$ cat config.mk
export PLATFORM = sky130hd
export DESIGN_NAME = fbc_cmd_if
export DESIGN_NICKNAME = d
export VERILOG_FILES = /design/src/fbc_pkg.sv /design/src/fbc_op_if.sv /design/src/fbc_bus_sync.sv /design/src/fbc_prog_engine.sv /design/src/fbc_cmd_if.sv
export SDC_FILE = /design/constraint.sdc
export NUM_CORES = 1
export LEC_CHECK = 0
export ABC_AREA = 1
export BUFFER_PORTS_ARGS = -buffer_cell sky130_fd_sc_hd__buf_4
export CORE_ASPECT_RATIO = 1.25
export CORE_MARGIN = 2
export CORE_UTILIZATION = 30
export CTS_CLUSTER_DIAMETER = 150
export DETAILED_ROUTE_END_ITERATION = 16
export GPL_ROUTABILITY_DRIVEN = 0
export MAX_ROUTING_LAYER = met4
export PLACE_DENSITY_LB_ADDON = 0.05
export SYNTH_ARGS = -nofsm -noshare
export SYNTH_HDL_FRONTEND = slang
export SYNTH_HIERARCHICAL = 1
export SYNTH_SLANG_ARGS = --single-unit
$ cat constraint.sdc
create_clock -name core_clk -period 4 [get_ports core_clk]
set_clock_uncertainty 0.05 [all_clocks]
set_input_delay 1.2 -clock core_clk [delete_from_list [all_inputs] [get_ports core_clk]]
set_output_delay 1.2 -clock core_clk [all_outputs]
set_load 0.01 [all_outputs]
$ cat src/fbc_pkg.sv
// shared constants and types of the flash bank command interface
package fbc_pkg;
	// ------------------------------------------------------------
	// geometry and timing
	// ------------------------------------------------------------
	localparam int ADDR_W = 23;
	localparam int DATA_W = 16;
	localparam int BANK_LSB = 19;
	localparam int BLK_LSB = 16;
	localparam int BANK_W = ADDR_W - BANK_LSB;
	localparam int BLK_W = ADDR_W - BLK_LSB;
	localparam int NUM_BANKS = 1 << BANK_W;
	localparam int NUM_BLOCKS = 1 << BLK_W;
	localparam int BUF_WORDS = 32;
	localparam int BUF_IDX_W = 5;
	localparam int CLK_PERIOD_NS = 5;
	localparam int PROG_TIME_NS = 10000;
	localparam int PROG_CYC = (PROG_TIME_NS + CLK_PERIOD_NS - 1) / CLK_PERIOD_NS;
	localparam int ERASE_CYC_DEF = 200000;
	// ------------------------------------------------------------
	// command codes
	// ------------------------------------------------------------
	localparam logic [7:0] CMD_ARRAY = 8'hFF;
	localparam logic [7:0] CMD_STATUS = 8'h70;
	localparam logic [7:0] CMD_SIG = 8'h90;
	localparam logic [7:0] CMD_CFI = 8'h98;
	localparam logic [7:0] CMD_CLEAR = 8'h50;
	localparam logic [7:0] CMD_ERASE = 8'h20;
	localparam logic [7:0] CMD_PROG = 8'h40;
	localparam logic [7:0] CMD_PROG_ALT = 8'h10;
	localparam logic [7:0] CMD_BUF = 8'hE8;
	localparam logic [7:0] CMD_CONFIRM = 8'hD0;
	// ------------------------------------------------------------
	// status bits and signature offsets
	// ------------------------------------------------------------
	localparam int SR_READY = 7;
	localparam int SR_ERS = 5;
	localparam int SR_PRG = 4;
	localparam int SR_LOW = 1;
	localparam logic [2:0] SIG_MAKER = 3'h0;
	localparam logic [2:0] SIG_DEVICE = 3'h1;
	localparam logic [2:0] SIG_LOCK = 3'h2;
	localparam logic [2:0] SIG_CONFIG = 3'h5;
	typedef enum logic [1:0] {MODE_ARRAY, MODE_STATUS, MODE_SIG, MODE_CFI} fbc_mode_t;
	typedef enum logic [1:0] {OP_WORD, OP_BUF, OP_ERASE} fbc_op_t;
endpackage

$ cat src/fbc_op_if.sv
// link between command decoder and program/erase engine
`timescale 1ns/100ps
`default_nettype none
interface fbc_op_if;
	import fbc_pkg::*;
	logic start;
	fbc_op_t op;
	logic locked;
	logic [ADDR_W-1:0] base;
	logic [BUF_IDX_W-1:0] last;
	logic load;
	logic [BUF_IDX_W-1:0] load_idx;
	logic [DATA_W-1:0] load_data;
	logic abort;
	logic busy;
	logic done;
	logic fail;
	modport ctrl(output start, op, locked, base, last, load, load_idx, load_data, abort,
		input busy, done, fail);
	modport eng(input start, op, locked, base, last, load, load_idx, load_data, abort,
		output busy, done, fail);
endinterface
`default_nettype wire

$ cat src/fbc_bus_sync.sv
// pin synchroniser and bus write / read edge detection
`timescale 1ns/100ps
`default_nettype none
module fbc_bus_sync
	import fbc_pkg::*;
(
	input wire logic core_clk,
	input wire logic resetn,
	input wire logic [4:0] ctl_pin,
	input wire logic [ADDR_W-1:0] addr_pin,
	input wire logic [DATA_W-1:0] dq_pin,
	output logic wr_evt,
	output logic [ADDR_W-1:0] wr_addr,
	output logic [DATA_W-1:0] wr_data,
	output logic rd_evt,
	output logic rd_on,
	output logic [ADDR_W-1:0] rd_addr,
	output logic hold
);
	// ctl_pin = {lockout, reset pin low-active, oe_n, we_n, ce_n}
	logic [4+ADDR_W+DATA_W:0] s1_reg;
	logic [4+ADDR_W+DATA_W:0] s2_reg;
	logic wr_act;
	logic wr_act_reg;
	logic rd_on_reg;
	// ------------------------------------------------------------
	// two-flop synchronisers
	// ------------------------------------------------------------
	always_ff @(posedge core_clk) begin
		s1_reg <= {ctl_pin, addr_pin, dq_pin};
		s2_reg <= s1_reg;
	end
	assign wr_act = !s2_reg[DATA_W+ADDR_W] && !s2_reg[DATA_W+ADDR_W+1]
		&& s2_reg[DATA_W+ADDR_W+2];
	assign rd_on = !s2_reg[DATA_W+ADDR_W] && !s2_reg[DATA_W+ADDR_W+2];
	assign hold = !s2_reg[DATA_W+ADDR_W+3] || s2_reg[DATA_W+ADDR_W+4];
	assign rd_addr = s2_reg[DATA_W +: ADDR_W];
	// write ends on whichever of ce_n or we_n rises first
	always_ff @(posedge core_clk) begin
		if (!resetn) begin
			wr_act_reg <= 1'b0;
			rd_on_reg <= 1'b0;
			wr_addr <= '0;
			wr_data <= '0;
		end else begin
			wr_act_reg <= wr_act;
			rd_on_reg <= rd_on;
			if (wr_act) begin
				wr_addr <= s2_reg[DATA_W +: ADDR_W];
				wr_data <= s2_reg[DATA_W-1:0];
			end
		end
	end
	assign wr_evt = wr_act_reg && !wr_act;
	// read starts on falling ce_n or oe_n
	assign rd_evt = rd_on && !rd_on_reg;
endmodule
`default_nettype wire

$ cat src/fbc_prog_engine.sv
// program/erase engine with write buffer
`timescale 1ns/100ps
`default_nettype none
module fbc_prog_engine
	import fbc_pkg::*;
#(
	parameter int PROG_CYC_P = PROG_CYC,
	parameter int ERASE_CYC_P = ERASE_CYC_DEF,
	parameter int DEPTH = BUF_WORDS
) (
	input wire logic core_clk,
	input wire logic resetn,
	fbc_op_if.eng op_if,
	output logic arr_we,
	output logic arr_erase,
	output logic [ADDR_W-1:0] arr_addr,
	output logic [DATA_W-1:0] arr_wdata
);
	typedef enum logic [3:0] {E_IDLE = 4'b0001, E_WAIT = 4'b0010, E_WRITE = 4'b0100,
		E_DONE = 4'b1000} fbc_eng_t;
	fbc_eng_t st_reg;
	fbc_op_t op_reg;
	logic [DATA_W-1:0] buf_mem [DEPTH];
	logic [ADDR_W-1:0] base_reg;
	logic [BUF_IDX_W-1:0] idx_reg;
	logic [BUF_IDX_W-1:0] last_reg;
	logic [31:0] timer_reg;
	logic fail_reg;
	// refuse sizes that the index and timer logic cannot serve
	if (DEPTH != (1 << BUF_IDX_W) || PROG_CYC_P < 1 || ERASE_CYC_P < 1) begin : g_bad_param
		$error("engine parameters out of range");
	end
	// cycles per step; an unaligned buffer start doubles programming time
	function automatic logic [31:0] step_cyc(input fbc_op_t op, input logic [ADDR_W-1:0] a);
		step_cyc = (op == OP_ERASE) ? 32'(ERASE_CYC_P) : 32'(PROG_CYC_P);
		if (op == OP_BUF && a[BUF_IDX_W-1:0] != '0)
			step_cyc = 32'(2 * PROG_CYC_P);
	endfunction
	// ------------------------------------------------------------
	// buffer load
	// ------------------------------------------------------------
	always_ff @(posedge core_clk) begin
		if (op_if.load)
			buf_mem[op_if.load_idx] <= op_if.load_data;
	end
	// ------------------------------------------------------------
	// sequencer
	// ------------------------------------------------------------
	always_ff @(posedge core_clk) begin
		arr_we <= 1'b0;
		arr_erase <= 1'b0;
		if (!resetn || op_if.abort) begin
			st_reg <= E_IDLE;
			op_reg <= OP_WORD;
			base_reg <= '0;
			idx_reg <= '0;
			last_reg <= '0;
			timer_reg <= '0;
			fail_reg <= 1'b0;
			arr_addr <= '0;
			arr_wdata <= '0;
		end else begin
			unique case (st_reg)
				E_IDLE: if (op_if.start) begin
					op_reg <= op_if.op;
					base_reg <= op_if.base;
					last_reg <= op_if.last;
					idx_reg <= '0;
					fail_reg <= op_if.locked;
					timer_reg <= step_cyc(op_if.op, op_if.base);
					st_reg <= op_if.locked ? E_DONE : E_WAIT;
				end
				E_WAIT: begin
					timer_reg <= timer_reg - 32'd1;
					if (timer_reg <= 32'd1)
						st_reg <= E_WRITE;
				end
				E_WRITE: begin
					arr_addr <= base_reg + ADDR_W'(idx_reg);
					arr_wdata <= buf_mem[idx_reg];
					arr_erase <= (op_reg == OP_ERASE);
					arr_we <= (op_reg != OP_ERASE);
					if (op_reg == OP_BUF && idx_reg != last_reg) begin
						idx_reg <= idx_reg + 1'b1;
						timer_reg <= step_cyc(op_reg, base_reg);
						st_reg <= E_WAIT;
					end else
						st_reg <= E_DONE;
				end
				E_DONE: st_reg <= E_IDLE;
			endcase
		end
	end
	assign op_if.busy = (st_reg != E_IDLE);
	assign op_if.done = (st_reg == E_DONE);
	assign op_if.fail = fail_reg;
endmodule
`default_nettype wire

$ cat src/fbc_cmd_if.sv
// command interpreter of a multi-bank flash: read modes, sequences, error flags
// Behaviour
// read-array to busy bank sets array mode, operation continues
// read-status sets bank to status mode until read-array
// read data latched on falling chip or output enable
// status, signature, query change only addressed bank, accepted any time
// host reads status-like data only with single reads
// signature mode returns maker, part, lock, protection or configuration
// signature command refused during protection register programming
// signature or query to busy bank enters mode, engine continues
// query command makes bank return query data until read-array
// clear-status zeroes all error flags, read mode unchanged
// error flags sticky until cleared
// erase is setup then confirm with block address; block set to ones
// protected block aborts operation and reports error
// bad erase confirm sets program and erase fail, abandons
// issued erase puts bank in status mode
// busy bank accepts only read modes and suspend; no suspend command here, busy bank accepts read modes only
// reset pin low aborts erase or program
// word program is setup then address/data write; bank reads status
// buffer setup shows status; ready bit tells whether buffer free
// second buffer write gives count n; n+1 words expected
// n+1 words in start..start+n within block, then confirm
// unaligned buffer start doubles programming time
// one confirm code completes erase or buffer program
// reset, power-up and lockout restore array mode; bad commands ignored
// buffer program refused while both fail flags set
// bad buffer address or sequence sets error, array untouched
// per-bank read mode, single command sequence for the busy bank
// other writes to busy bank change neither flags nor mode
`timescale 1ns/100ps
`default_nettype none
module fbc_cmd_if
	import fbc_pkg::*;
#(
	parameter int ERASE_CYC = ERASE_CYC_DEF,
	parameter logic [15:0] MAKER_ID = 16'h00A5, // arbitrary value
	parameter logic [15:0] PART_ID = 16'h5A01 // arbitrary value
) (
	input wire logic core_clk,
	input wire logic resetn,
	input wire logic ce_n,
	input wire logic we_n,
	input wire logic oe_n,
	input wire logic active_low_reset_pin,
	input wire logic lockout_pin,
	input wire logic [ADDR_W-1:0] addr,
	input wire logic [DATA_W-1:0] dq_in,
	output logic [DATA_W-1:0] dq_out,
	output logic dq_oe,
	input wire logic [NUM_BLOCKS-1:0] lock_bits,
	input wire logic prot_prog_busy,
	input wire logic [DATA_W-1:0] arr_rdata,
	input wire logic [DATA_W-1:0] cfi_word,
	input wire logic [DATA_W-1:0] cfg_word,
	input wire logic [DATA_W-1:0] prot_word,
	output logic arr_we,
	output logic arr_erase,
	output logic [ADDR_W-1:0] arr_addr,
	output logic [DATA_W-1:0] arr_wdata,
	output logic ctrl_busy
);
	typedef enum logic [5:0] {C_IDLE = 6'b000001, C_ERS = 6'b000010, C_PRG = 6'b000100,
		C_BSET = 6'b001000, C_BLOAD = 6'b010000, C_BCONF = 6'b100000} fbc_cmd_t;
	fbc_op_if op_if ();
	fbc_cmd_t st_reg;
	fbc_cmd_t st_next;
	fbc_mode_t mode_reg [NUM_BANKS];
	fbc_op_t run_op_reg;
	logic [BANK_W-1:0] busy_bank_reg;
	logic [BLK_W-1:0] blk_reg;
	logic [BUF_IDX_W-1:0] cnt_reg;
	logic [BUF_IDX_W-1:0] left_reg;
	logic [ADDR_W-1:0] start_reg;
	logic first_reg;
	logic prg_fail_reg;
	logic ers_fail_reg;
	logic low_err_reg;
	logic wr_evt;
	logic rd_evt;
	logic rd_on;
	logic hold;
	logic [ADDR_W-1:0] wr_addr;
	logic [DATA_W-1:0] wr_data;
	logic [ADDR_W-1:0] rd_addr;
	logic [7:0] cmd;
	logic [BANK_W-1:0] wbank;
	logic busy_any;
	logic bank_busy;
	logic [7:0] status;
	logic set_mode;
	fbc_mode_t new_mode;
	logic set_prg;
	logic set_ers;
	logic clr_flags;
	logic go;
	fbc_op_t go_op;
	logic ld;
	logic [ADDR_W-1:0] off;

	function automatic logic [BANK_W-1:0] bank_of(input logic [ADDR_W-1:0] a);
		return a[ADDR_W-1:BANK_LSB];
	endfunction
	function automatic logic [BLK_W-1:0] block_of(input logic [ADDR_W-1:0] a);
		return a[ADDR_W-1:BLK_LSB];
	endfunction
	// ------------------------------------------------------------
	// pins and engine
	// ------------------------------------------------------------
	fbc_bus_sync u_sync (
		.core_clk(core_clk),
		.resetn(resetn),
		.ctl_pin({lockout_pin, active_low_reset_pin, oe_n, we_n, ce_n}),
		.addr_pin(addr),
		.dq_pin(dq_in),
		.wr_evt(wr_evt),
		.wr_addr(wr_addr),
		.wr_data(wr_data),
		.rd_evt(rd_evt),
		.rd_on(rd_on),
		.rd_addr(rd_addr),
		.hold(hold)
	);
	fbc_prog_engine #(
		.ERASE_CYC_P(ERASE_CYC)
	) u_eng (
		.core_clk(core_clk),
		.resetn(resetn),
		.op_if(op_if.eng),
		.arr_we(arr_we),
		.arr_erase(arr_erase),
		.arr_addr(arr_addr),
		.arr_wdata(arr_wdata)
	);
	// ------------------------------------------------------------
	// command decode
	// ------------------------------------------------------------
	assign cmd = wr_data[7:0];
	assign wbank = bank_of(wr_addr);
	assign busy_any = op_if.busy || op_if.start;
	assign bank_busy = busy_any && (wbank == busy_bank_reg);
	assign off = wr_addr - (first_reg ? wr_addr : start_reg);
	assign status = {!busy_any, 1'b0, ers_fail_reg, prg_fail_reg, 2'h0, low_err_reg,
		1'b0};
	// next sequence state and the side effects of one bus write
	always_comb begin
		st_next = st_reg;
		set_mode = 1'b0;
		new_mode = MODE_ARRAY;
		set_prg = 1'b0;
		set_ers = 1'b0;
		clr_flags = 1'b0;
		go = 1'b0;
		go_op = OP_WORD;
		ld = 1'b0;
		if (wr_evt) begin
			unique case (st_reg)
				C_IDLE: if (!bank_busy || cmd == CMD_ARRAY || cmd == CMD_STATUS
					|| cmd == CMD_SIG || cmd == CMD_CFI) begin
					unique case (cmd)
						CMD_ARRAY: set_mode = 1'b1;
						CMD_STATUS: begin
							set_mode = 1'b1;
							new_mode = MODE_STATUS;
						end
						CMD_SIG: begin
							set_mode = !prot_prog_busy;
							new_mode = MODE_SIG;
						end
						CMD_CFI: begin
							set_mode = 1'b1;
							new_mode = MODE_CFI;
						end
						CMD_CLEAR: clr_flags = 1'b1;
						CMD_ERASE: st_next = C_ERS;
						CMD_PROG, CMD_PROG_ALT: st_next = C_PRG;
						CMD_BUF: if (!(prg_fail_reg && ers_fail_reg)) begin
							set_mode = 1'b1;
							new_mode = MODE_STATUS;
							if (!busy_any)
								st_next = C_BSET;
						end
						default: ;
					endcase
				end
				C_ERS: begin
					st_next = C_IDLE;
					if (cmd == CMD_CONFIRM && !busy_any) begin
						go = 1'b1;
						go_op = OP_ERASE;
						set_mode = 1'b1;
						new_mode = MODE_STATUS;
					end else begin
						set_prg = 1'b1;
						set_ers = 1'b1;
					end
				end
				C_PRG: begin
					st_next = C_IDLE;
					set_mode = 1'b1;
					new_mode = MODE_STATUS;
					if (busy_any)
						set_prg = 1'b1;
					else begin
						go = 1'b1;
						ld = 1'b1;
					end
				end
				C_BSET: if (block_of(wr_addr) == blk_reg && wr_data < DATA_W'(BUF_WORDS))
					st_next = C_BLOAD;
				else begin
					set_prg = 1'b1;
					st_next = C_IDLE;
				end
				C_BLOAD: if (block_of(wr_addr) == blk_reg
					&& off <= ADDR_W'(cnt_reg)) begin
					ld = 1'b1;
					if (left_reg == '0)
						st_next = C_BCONF;
				end else begin
					set_prg = 1'b1;
					st_next = C_IDLE;
				end
				C_BCONF: begin
					st_next = C_IDLE;
					if (cmd == CMD_CONFIRM && block_of(wr_addr) == blk_reg) begin
						go = 1'b1;
						go_op = OP_BUF;
					end else
						set_prg = 1'b1;
				end
			endcase
		end
	end
	// ------------------------------------------------------------
	// sequence registers
	// ------------------------------------------------------------
	always_ff @(posedge core_clk) begin
		if (!resetn || hold) begin
			st_reg <= C_IDLE;
			blk_reg <= '0;
			cnt_reg <= '0;
			left_reg <= '0;
			start_reg <= '0;
			first_reg <= 1'b0;
		end else begin
			st_reg <= st_next;
			if (st_reg == C_IDLE)
				blk_reg <= block_of(wr_addr);
			if (st_reg == C_BSET) begin
				cnt_reg <= wr_data[BUF_IDX_W-1:0];
				left_reg <= wr_data[BUF_IDX_W-1:0];
				first_reg <= 1'b1;
			end
			if (ld && st_reg == C_BLOAD) begin
				left_reg <= left_reg - 1'b1;
				first_reg <= 1'b0;
				if (first_reg)
					start_reg <= wr_addr;
			end
		end
	end
	// ------------------------------------------------------------
	// engine requests; one bank at a time owns the engine
	// ------------------------------------------------------------
	always_ff @(posedge core_clk) begin
		if (!resetn) begin
			op_if.start <= 1'b0;
			op_if.op <= OP_WORD;
			op_if.locked <= 1'b0;
			op_if.base <= '0;
			op_if.last <= '0;
			op_if.load <= 1'b0;
			op_if.load_idx <= '0;
			op_if.load_data <= '0;
			busy_bank_reg <= '0;
			run_op_reg <= OP_WORD;
		end else begin
			op_if.start <= go && !hold;
			op_if.load <= ld && !hold;
			op_if.load_idx <= (st_reg == C_PRG) ? '0 : off[BUF_IDX_W-1:0];
			op_if.load_data <= wr_data;
			if (go) begin
				op_if.op <= go_op;
				op_if.locked <= lock_bits[block_of(wr_addr)];
				op_if.base <= (go_op == OP_BUF) ? start_reg : wr_addr;
				op_if.last <= (go_op == OP_BUF) ? cnt_reg : '0;
				busy_bank_reg <= wbank;
				run_op_reg <= go_op;
			end
		end
	end
	assign op_if.abort = hold;
	// ------------------------------------------------------------
	// per-bank read modes
	// ------------------------------------------------------------
	always_ff @(posedge core_clk) begin
		if (!resetn || hold) begin
			for (int i = 0; i < NUM_BANKS; i++)
				mode_reg[i] <= MODE_ARRAY;
		end else if (set_mode)
			mode_reg[wbank] <= new_mode;
	end
	// ------------------------------------------------------------
	// sticky error flags; a new error wins over a clear
	// ------------------------------------------------------------
	always_ff @(posedge core_clk) begin
		if (!resetn || hold) begin
			prg_fail_reg <= 1'b0;
			ers_fail_reg <= 1'b0;
			low_err_reg <= 1'b0;
		end else begin
			prg_fail_reg <= set_prg || (op_if.done && op_if.fail && run_op_reg != OP_ERASE)
				|| (prg_fail_reg && !clr_flags);
			ers_fail_reg <= set_ers || (op_if.done && op_if.fail && run_op_reg == OP_ERASE)
				|| (ers_fail_reg && !clr_flags);
			low_err_reg <= (op_if.done && op_if.fail) || (low_err_reg && !clr_flags);
		end
	end
	// ------------------------------------------------------------
	// read data, latched at the start of each read
	// ------------------------------------------------------------
	always_ff @(posedge core_clk) begin
		if (!resetn) begin
			dq_out <= '0;
			dq_oe <= 1'b0;
			ctrl_busy <= 1'b0;
		end else begin
			dq_oe <= rd_on && !hold;
			ctrl_busy <= busy_any;
			if (rd_evt) begin
				unique case (mode_reg[bank_of(rd_addr)])
					MODE_ARRAY: dq_out <= arr_rdata;
					MODE_STATUS: dq_out <= {8'h00, status};
					MODE_CFI: dq_out <= cfi_word;
					MODE_SIG: unique case (rd_addr[2:0])
						SIG_MAKER: dq_out <= MAKER_ID;
						SIG_DEVICE: dq_out <= PART_ID;
						SIG_LOCK: dq_out <= {15'h0000, lock_bits[block_of(rd_addr)]};
						SIG_CONFIG: dq_out <= cfg_word;
						default: dq_out <= prot_word;
					endcase
				endcase
			end
		end
	end

	logic idle_wr;
	assign idle_wr = wr_evt && st_reg == C_IDLE && !hold;
endmodule
`default_nettype wire

==> impl_metrics.py, run 1 <==
metrics = {
    "synth": {
        "synth_area_per_cell_um2": 8.34,
        "ys.warnings.count": 6,
        "synth_cells": 5072,
        "synth_area_mm2": 0.0423,
        "synth_nets": 5350,
    },
    "timing": {
        "max_slew_margin_pct": 26.5,
        "fmax_mhz": 269,
        "finalMaxSlewViolations": 0,
        "finalSetupViolations": 0,
        "period_share_pct": 92.9,
        "tightestPinTransition_ps": 1100,
        "fin_ws_ps": 286,
        "hold_slack_ps": 271,
        "period_needed_ps": 3710,
        "finalHoldViolCount": 0,
    },
    "worst_setup_path": {
        "cp_slowest_stage_delay_ps": 390,
        "cp.required_ps": 4540,
        "critPathLaunchType": "flip-flop",
        "worstPathMaxFanout": 12,
        "path_class": "reg2reg",
        "crit_top_cell": "nand2_1",
        "crit_chain": "inv_1 > buf_4 > or2_2 > o21ai_2 > ha_2 > xor2_2 > ha_1 > nand2_1 > inv_1 > nand4_1 > nand2_1 > nand3_1 > nor2_1 > nand2_1 > nor3_4 > nand4_4 > nand2_4 > nand3_4 > clkbuf_16 > o21ai_0 > a21oi_1",
        "critPathSlowestCell": "dfxtp_4",
        "end_kind": "flip-flop",
        "path_delay_family": "simple AND/OR/NAND/NOR gates",
        "worstReg2RegStart": "first_reg",
        "arrival_ps": 4260,
        "path_buf_inv": 4,
        "critPathLaunch": "first_reg",
    },
    "clock_network": {
        "htreeDepth": 3,
        "cts_max_path_buffers": 3,
        "clk_pin_slew_ps": 60,
        "tritoncts": "built",
        "cts_buffers": 103,
        "clock-sinks": 912,
        "clk_latency_ps": 730,
        "root_buffer": "clkbuf_16",
    },
    "route": {
        "vias": 34800,
        "firstDrtPassIters": 5,
        "wirelength_um": 145000,
        "post_drt_wl_per_cell_um": 19.9,
        "antenna_left": 0,
        "vias_per_cell": 4.77,
        "drc_errors": 0,
        "dr.first_iter.drc_count": 2256,
    },
    "final_layout": {
        "nets": 5621,
        "n_fill_cell": 14700,
        "largest_reg_flops": 512,
        "area_growth_pct": 18.8,
        "finish.utilization_pct": 35.8,
        "stdcell_count": 7305,
        "drive_above_1_share_pct": 12.8,
    },
    "status": {
        "status": "complete, no violations",
    },
    "global_route": {
        "first_global_vias": 34700,
        "grt_max_degree": 139,
        "track_usage_pct": 20.4,
        "grt_overflow": 0,
        "antenna_found_initial": 5,
        "grt_pass1_wl_um": 219000,
    },
    "floorplanning": {
        "initial_core_util_pct": 30.1,
        "ios": 298,
        "num_rows": 154,
        "die_w_um": 340,
        "dieArea_mm2": 0.144,
        "die_h_um": 424,
        "coreArea_mm2": 0.140,
    },
    "power_and_ir_drop": {
        "peakVddDrop_v": 0.000337,
        "p_leak_uw": 0.0205,
        "power_density_mw_per_mm2": 410,
        "finalPower_uw": 20600,
    },
    "worst_hold_path": {
        "hold_path_startpoint": "u_sync/s1_reg[20]",
        "holdCritPathClass": "reg2reg",
    },
    "placement": {
        "pre_cts_ws_ps": 106,
        "place_hpwl_um": 94000,
        "port_buffers": 297,
        "dp_cells": 7102,
    },
    "flow_run": {
        "drv_cap": 0,
    },
}
through the flow:
| step | TNS [ps] | instance area (µm²) |
|---|---|---|
| global route | -3.55 | 50300 |
| detailed placement | 0 | 46800 |
| finish | 0 | 50300 |
| global placement | 0 | 46800 |
| CTS | 0 | 50000 |
| floorplan | 0 | 42300 |
final timing paths:
check                 endpoint  slack [ps]  cells past startpoint
max               start_reg[0]         290                     21
min          u_sync/s2_reg[20]         270                      0
max reg2reg       start_reg[0]         290                     21
min reg2reg  u_sync/s2_reg[20]         270                      0
metal layers:
layer	global-route usage, %	up-vias	wire length [µm]
li1	-	17400	-
met1	25.0	16600	63800
met2	35.6	655	73700
met3	2.20	168	4640
met4	5.68	0	3200
met5	-	-	0
cell type report:
| cell class | count | area [µm²] | share of cell area (%) |
|---|---|---|---|
| clock buffer | 135 | 2820 | 5.61 |
| inverter | 434 | 1640 | 3.27 |
| clock inverter | 55 | 435 | 0.866 |
| multi-input combinational | 3453 | 15800 | 31.5 |
| timing repair buffer | 439 | 3460 | 6.88 |
| tap | 1872 | 2340 | 4.66 |
| antenna | 5 | 12.5 | 0.0249 |
| sequential | 912 | 23700 | 47.2 |
worst reg2reg max path: cells and delay by family (launching register included):
kind,cells,cell delay (ps)
buffers and inverters,4,580
AO/OA/AOI/OAI,3,260
AND/OR/NAND/NOR,11,1510
XOR/XNOR,1,200
adder cells (fa/ha/maj),2,620
flip-flops,1,390
cell usage in the layout (no fill, tap or decap), drive strengths merged:
cell type,instances
o22ai,50
a32o,8
fa,2
o21a,2
o21ai,335
a22oi,1
bufinv,4
a21boi,1
o31ai,1
diode,5
a211oi,3
nand3,450
buf,436
clkinv,48
or2,21
nor3,30
and2,3
nand2,1533
o311ai,1
o211ai,24
xor2,18
o21bai,6
nand4,38
nor2,540
dfxtp,368
xnor2,7
clkbuf,138
edfxtp,544
nor4,8
a41oi,14
a21oi,287
ha,37
inv,437
o41ai,1
o221ai,23
a31oi,4
nand3b,5
power breakdown:
part / switching (µW) / internal [µW]
registers: 87.2 / 9990
logic: 802 / 486
clock network: 4020 / 5220
what timing repair did:
item,CTS,global route
endpoints found under the setup margin,0,36
setup buffers,0,4
hold buffers,0,0
gates resized for setup,0,33
(Power assumes the default switching activity.)
==> run 2: changes to the inputs <==
--- a/config.mk
+++ b/config.mk
@@ -12,9 +12,10 @@
 export CORE_UTILIZATION = 30
 export CTS_CLUSTER_DIAMETER = 150
 export DETAILED_ROUTE_END_ITERATION = 16
-export GPL_ROUTABILITY_DRIVEN = 0
+export GPL_ROUTABILITY_DRIVEN = 1
 export MAX_ROUTING_LAYER = met4
 export PLACE_DENSITY_LB_ADDON = 0.05
+export REMOVE_ABC_BUFFERS = 1
 export SYNTH_ARGS = -nofsm -noshare
 export SYNTH_HDL_FRONTEND = slang
 export SYNTH_HIERARCHICAL = 1
==> constraint.sdc (replaced) <==
create_clock -name core_clk -period 3.7 [get_ports core_clk]
set_clock_uncertainty 0.05 [all_clocks]
set_input_delay 1.11 -clock core_clk [delete_from_list [all_inputs] [get_ports core_clk]]
set_output_delay 1.11 -clock core_clk [all_outputs]
set_load 0.01 [all_outputs]
==> run 2 against run 1 <==
  * First-iteration DRC count decreased by 9.3%
  * Design area increased by 1.1%
  * Non-clock buffer count increased by 34
  * Register-to-register slack got worse by 170 ps
  * Global-route usage about the same
  * Wire length increased by 0.14%
  * Cell count increased by 0.60%
  * Highest routed layer unchanged
==> impl_metrics.py, run 2 (synthesis gave the netlist of run 1 again) <==
metrics = {
    "timing": {
        "max_slew_margin_pct": 29.3,
        "grt_setup_unrepaired": "true",
        "fmax_mhz": 279,
        "tightestPinTransition_ps": 1060,
        "finalMaxSlewViolations": 0,
        "finalHoldViolCount": 0,
        "period_needed_ps": 3580,
        "fin_tns_setup_ps": 0,
        "period_share_pct": 96.8,
        "finalSetupViolations": 0,
    },
    "route": {
        "vias_per_cell": 4.76,
        "drc_errors": 0,
        "antenna_left": 0,
        "post_drt_wl_per_cell_um": 19.8,
        "vias": 35000,
        "firstDrtPassIters": 6,
        "dr.first_iter.drc_count": 2046,
        "wirelength_um": 146000,
    },
    "power_and_ir_drop": {
        "finalPower_uw": 22600,
        "internal_power_uw": 17300,
        "power.share.clock_pct": 45.4,
        "seq_power_share_pct": 48.4,
        "p_comb_share_pct": 6.2,
        "power_switching_uw": 5230,
        "power_density_mw_per_mm2": 444,
        "switching_share_pct": 23.2,
        "peakVddDrop_v": 0.000346,
        "p_leak_uw": 0.0207,
    },
    "final_layout": {
        "final_common_cell": "nand2_1",
        "stdcell_count": 7349,
        "largest_reg_flops": 512,
        "mostFrequentLayoutCells": "nand2_1, edfxtp_1, nor2_1, buf_4, nand3_1",
        "finalInstanceArea_mm2": 0.0508,
        "nets": 5655,
        "area_growth_pct": 20.1,
        "drive_above_1_share_pct": 13.8,
    },
    "global_route": {
        "first_global_vias": 34700,
        "grt_pass1_wl_um": 218000,
        "grt_max_degree": 140,
        "grt_overflow": 0,
        "antenna_found_initial": 7,
        "track_usage_pct": 20.4,
    },
    "floorplanning": {
        "num_rows": 154,
        "die_w_um": 340,
        "coreArea_mm2": 0.140,
        "initial_core_util_pct": 30.1,
        "ios": 298,
        "dieArea_mm2": 0.144,
        "die_h_um": 424,
    },
    "worst_setup_path": {
        "end_kind": "flip-flop",
        "worstPathMaxFanout": 15,
        "path_class": "reg2reg",
        "arrival_ps": 4130,
        "critPathLaunchType": "flip-flop",
        "cp.required_ps": 4250,
    },
    "clock_network": {
        "clock-sinks": 912,
        "clk_latency_ps": 710,
        "root_buffer": "clkbuf_16",
        "holdBufCountCts": 0,
        "cts_buffers": 103,
        "clk_pin_slew_ps": 60,
        "cts_max_path_buffers": 3,
        "htreeDepth": 3,
        "tritoncts": "built",
    },
    "placement": {
        "dp_cells": 7127,
        "placed_area_mm2": 0.0470,
        "gp_congestion": 0.841,
        "port_buffers": 297,
        "place_hpwl_um": 94700,
    },
    "flow_run": {
        "drv_cap": 0,
    },
    "status": {
        "status": "complete, no violations",
    },
    "worst_hold_path": {
        "holdCritPathClass": "reg2reg",
    },
}
## run 2: path summary, 6_finish.rpt
kind / start / to / slack (ps) / depth (start not counted)
worst max-delay path: first_reg / first_reg / 120 / 23
worst min-delay path: u_sync/s1_reg[22] / u_sync/s2_reg[22] / 270 / 0
worst min register to register: u_sync/s1_reg[22] / u_sync/s2_reg[22] / 270 / 0
worst max register to register: first_reg / first_reg / 120 / 23
## run 2: what timing repair did
item	CTS	global route
gates cloned	2	1
setup endpoints to repair	34	36
gates resized for setup	30	61
pin swaps	16	21
setup buffers	9	6
## run 2: per-layer routing
layer  share of wire, %  track usage (%)
met3                3.6             2.12
met1                 42             24.0
met5                  0                -
met2                 52             36.6
met4                2.4             6.05
## run 2: through the flow
stage / setup slack, ps / hold slack (ps) / utilization, %
3_5_place_dp: -127 / 262 / 33.5
4_1_cts: 14.0 / 274 / 36.0
3_3_place_gp: -18.5 / 260 / 33.5
5_1_grt: -114 / 279 / 36.2
2_1_floorplan: -5840 / 260 / -
6_report: 119 / 272 / 36.2
## run 2: final cells by class
type | instances | area, µm²
Fill cell | 14700 | 89600
Sequential cell | 912 | 23700
Multi-Input combinational cell | 3453 | 16000
Timing Repair Buffer | 473 | 3760
Clock buffer | 146 | 2930
Tap cell | 1872 | 2340
Inverter | 434 | 1650
Clock inverter | 46 | 404
Antenna cell | 13 | 32.5
## run 2: power groups by stage
stage	clock, µW	sequential (µW)	combinational (µW)
floorplan	0	11100	681
global placement	0	11100	1380
detailed placement	0	11100	1380
CTS	10600	10900	1400
global route	10900	10900	1560
finish	10200	10900	1400
## run 2: worst max-delay path, cell delays in order, from the launching register on
cell and delay (ps):
dfxtp_4 390, buf_4 240, o21ai_4 100, ha_4 300, buf_4 110, inv_1 40, nor2_2 90, nor2_1 60
ha_1 340, buf_4 130, buf_4 90, nand4_1 90, nand2_1 80, nand3_1 70, nor2_1 90, nand2_1 100
nor3_4 190, nand4_4 140, nand2_4 110, nand3_4 160, buf_6 210, buf_16 150, o211ai_1 80, inv_1 50
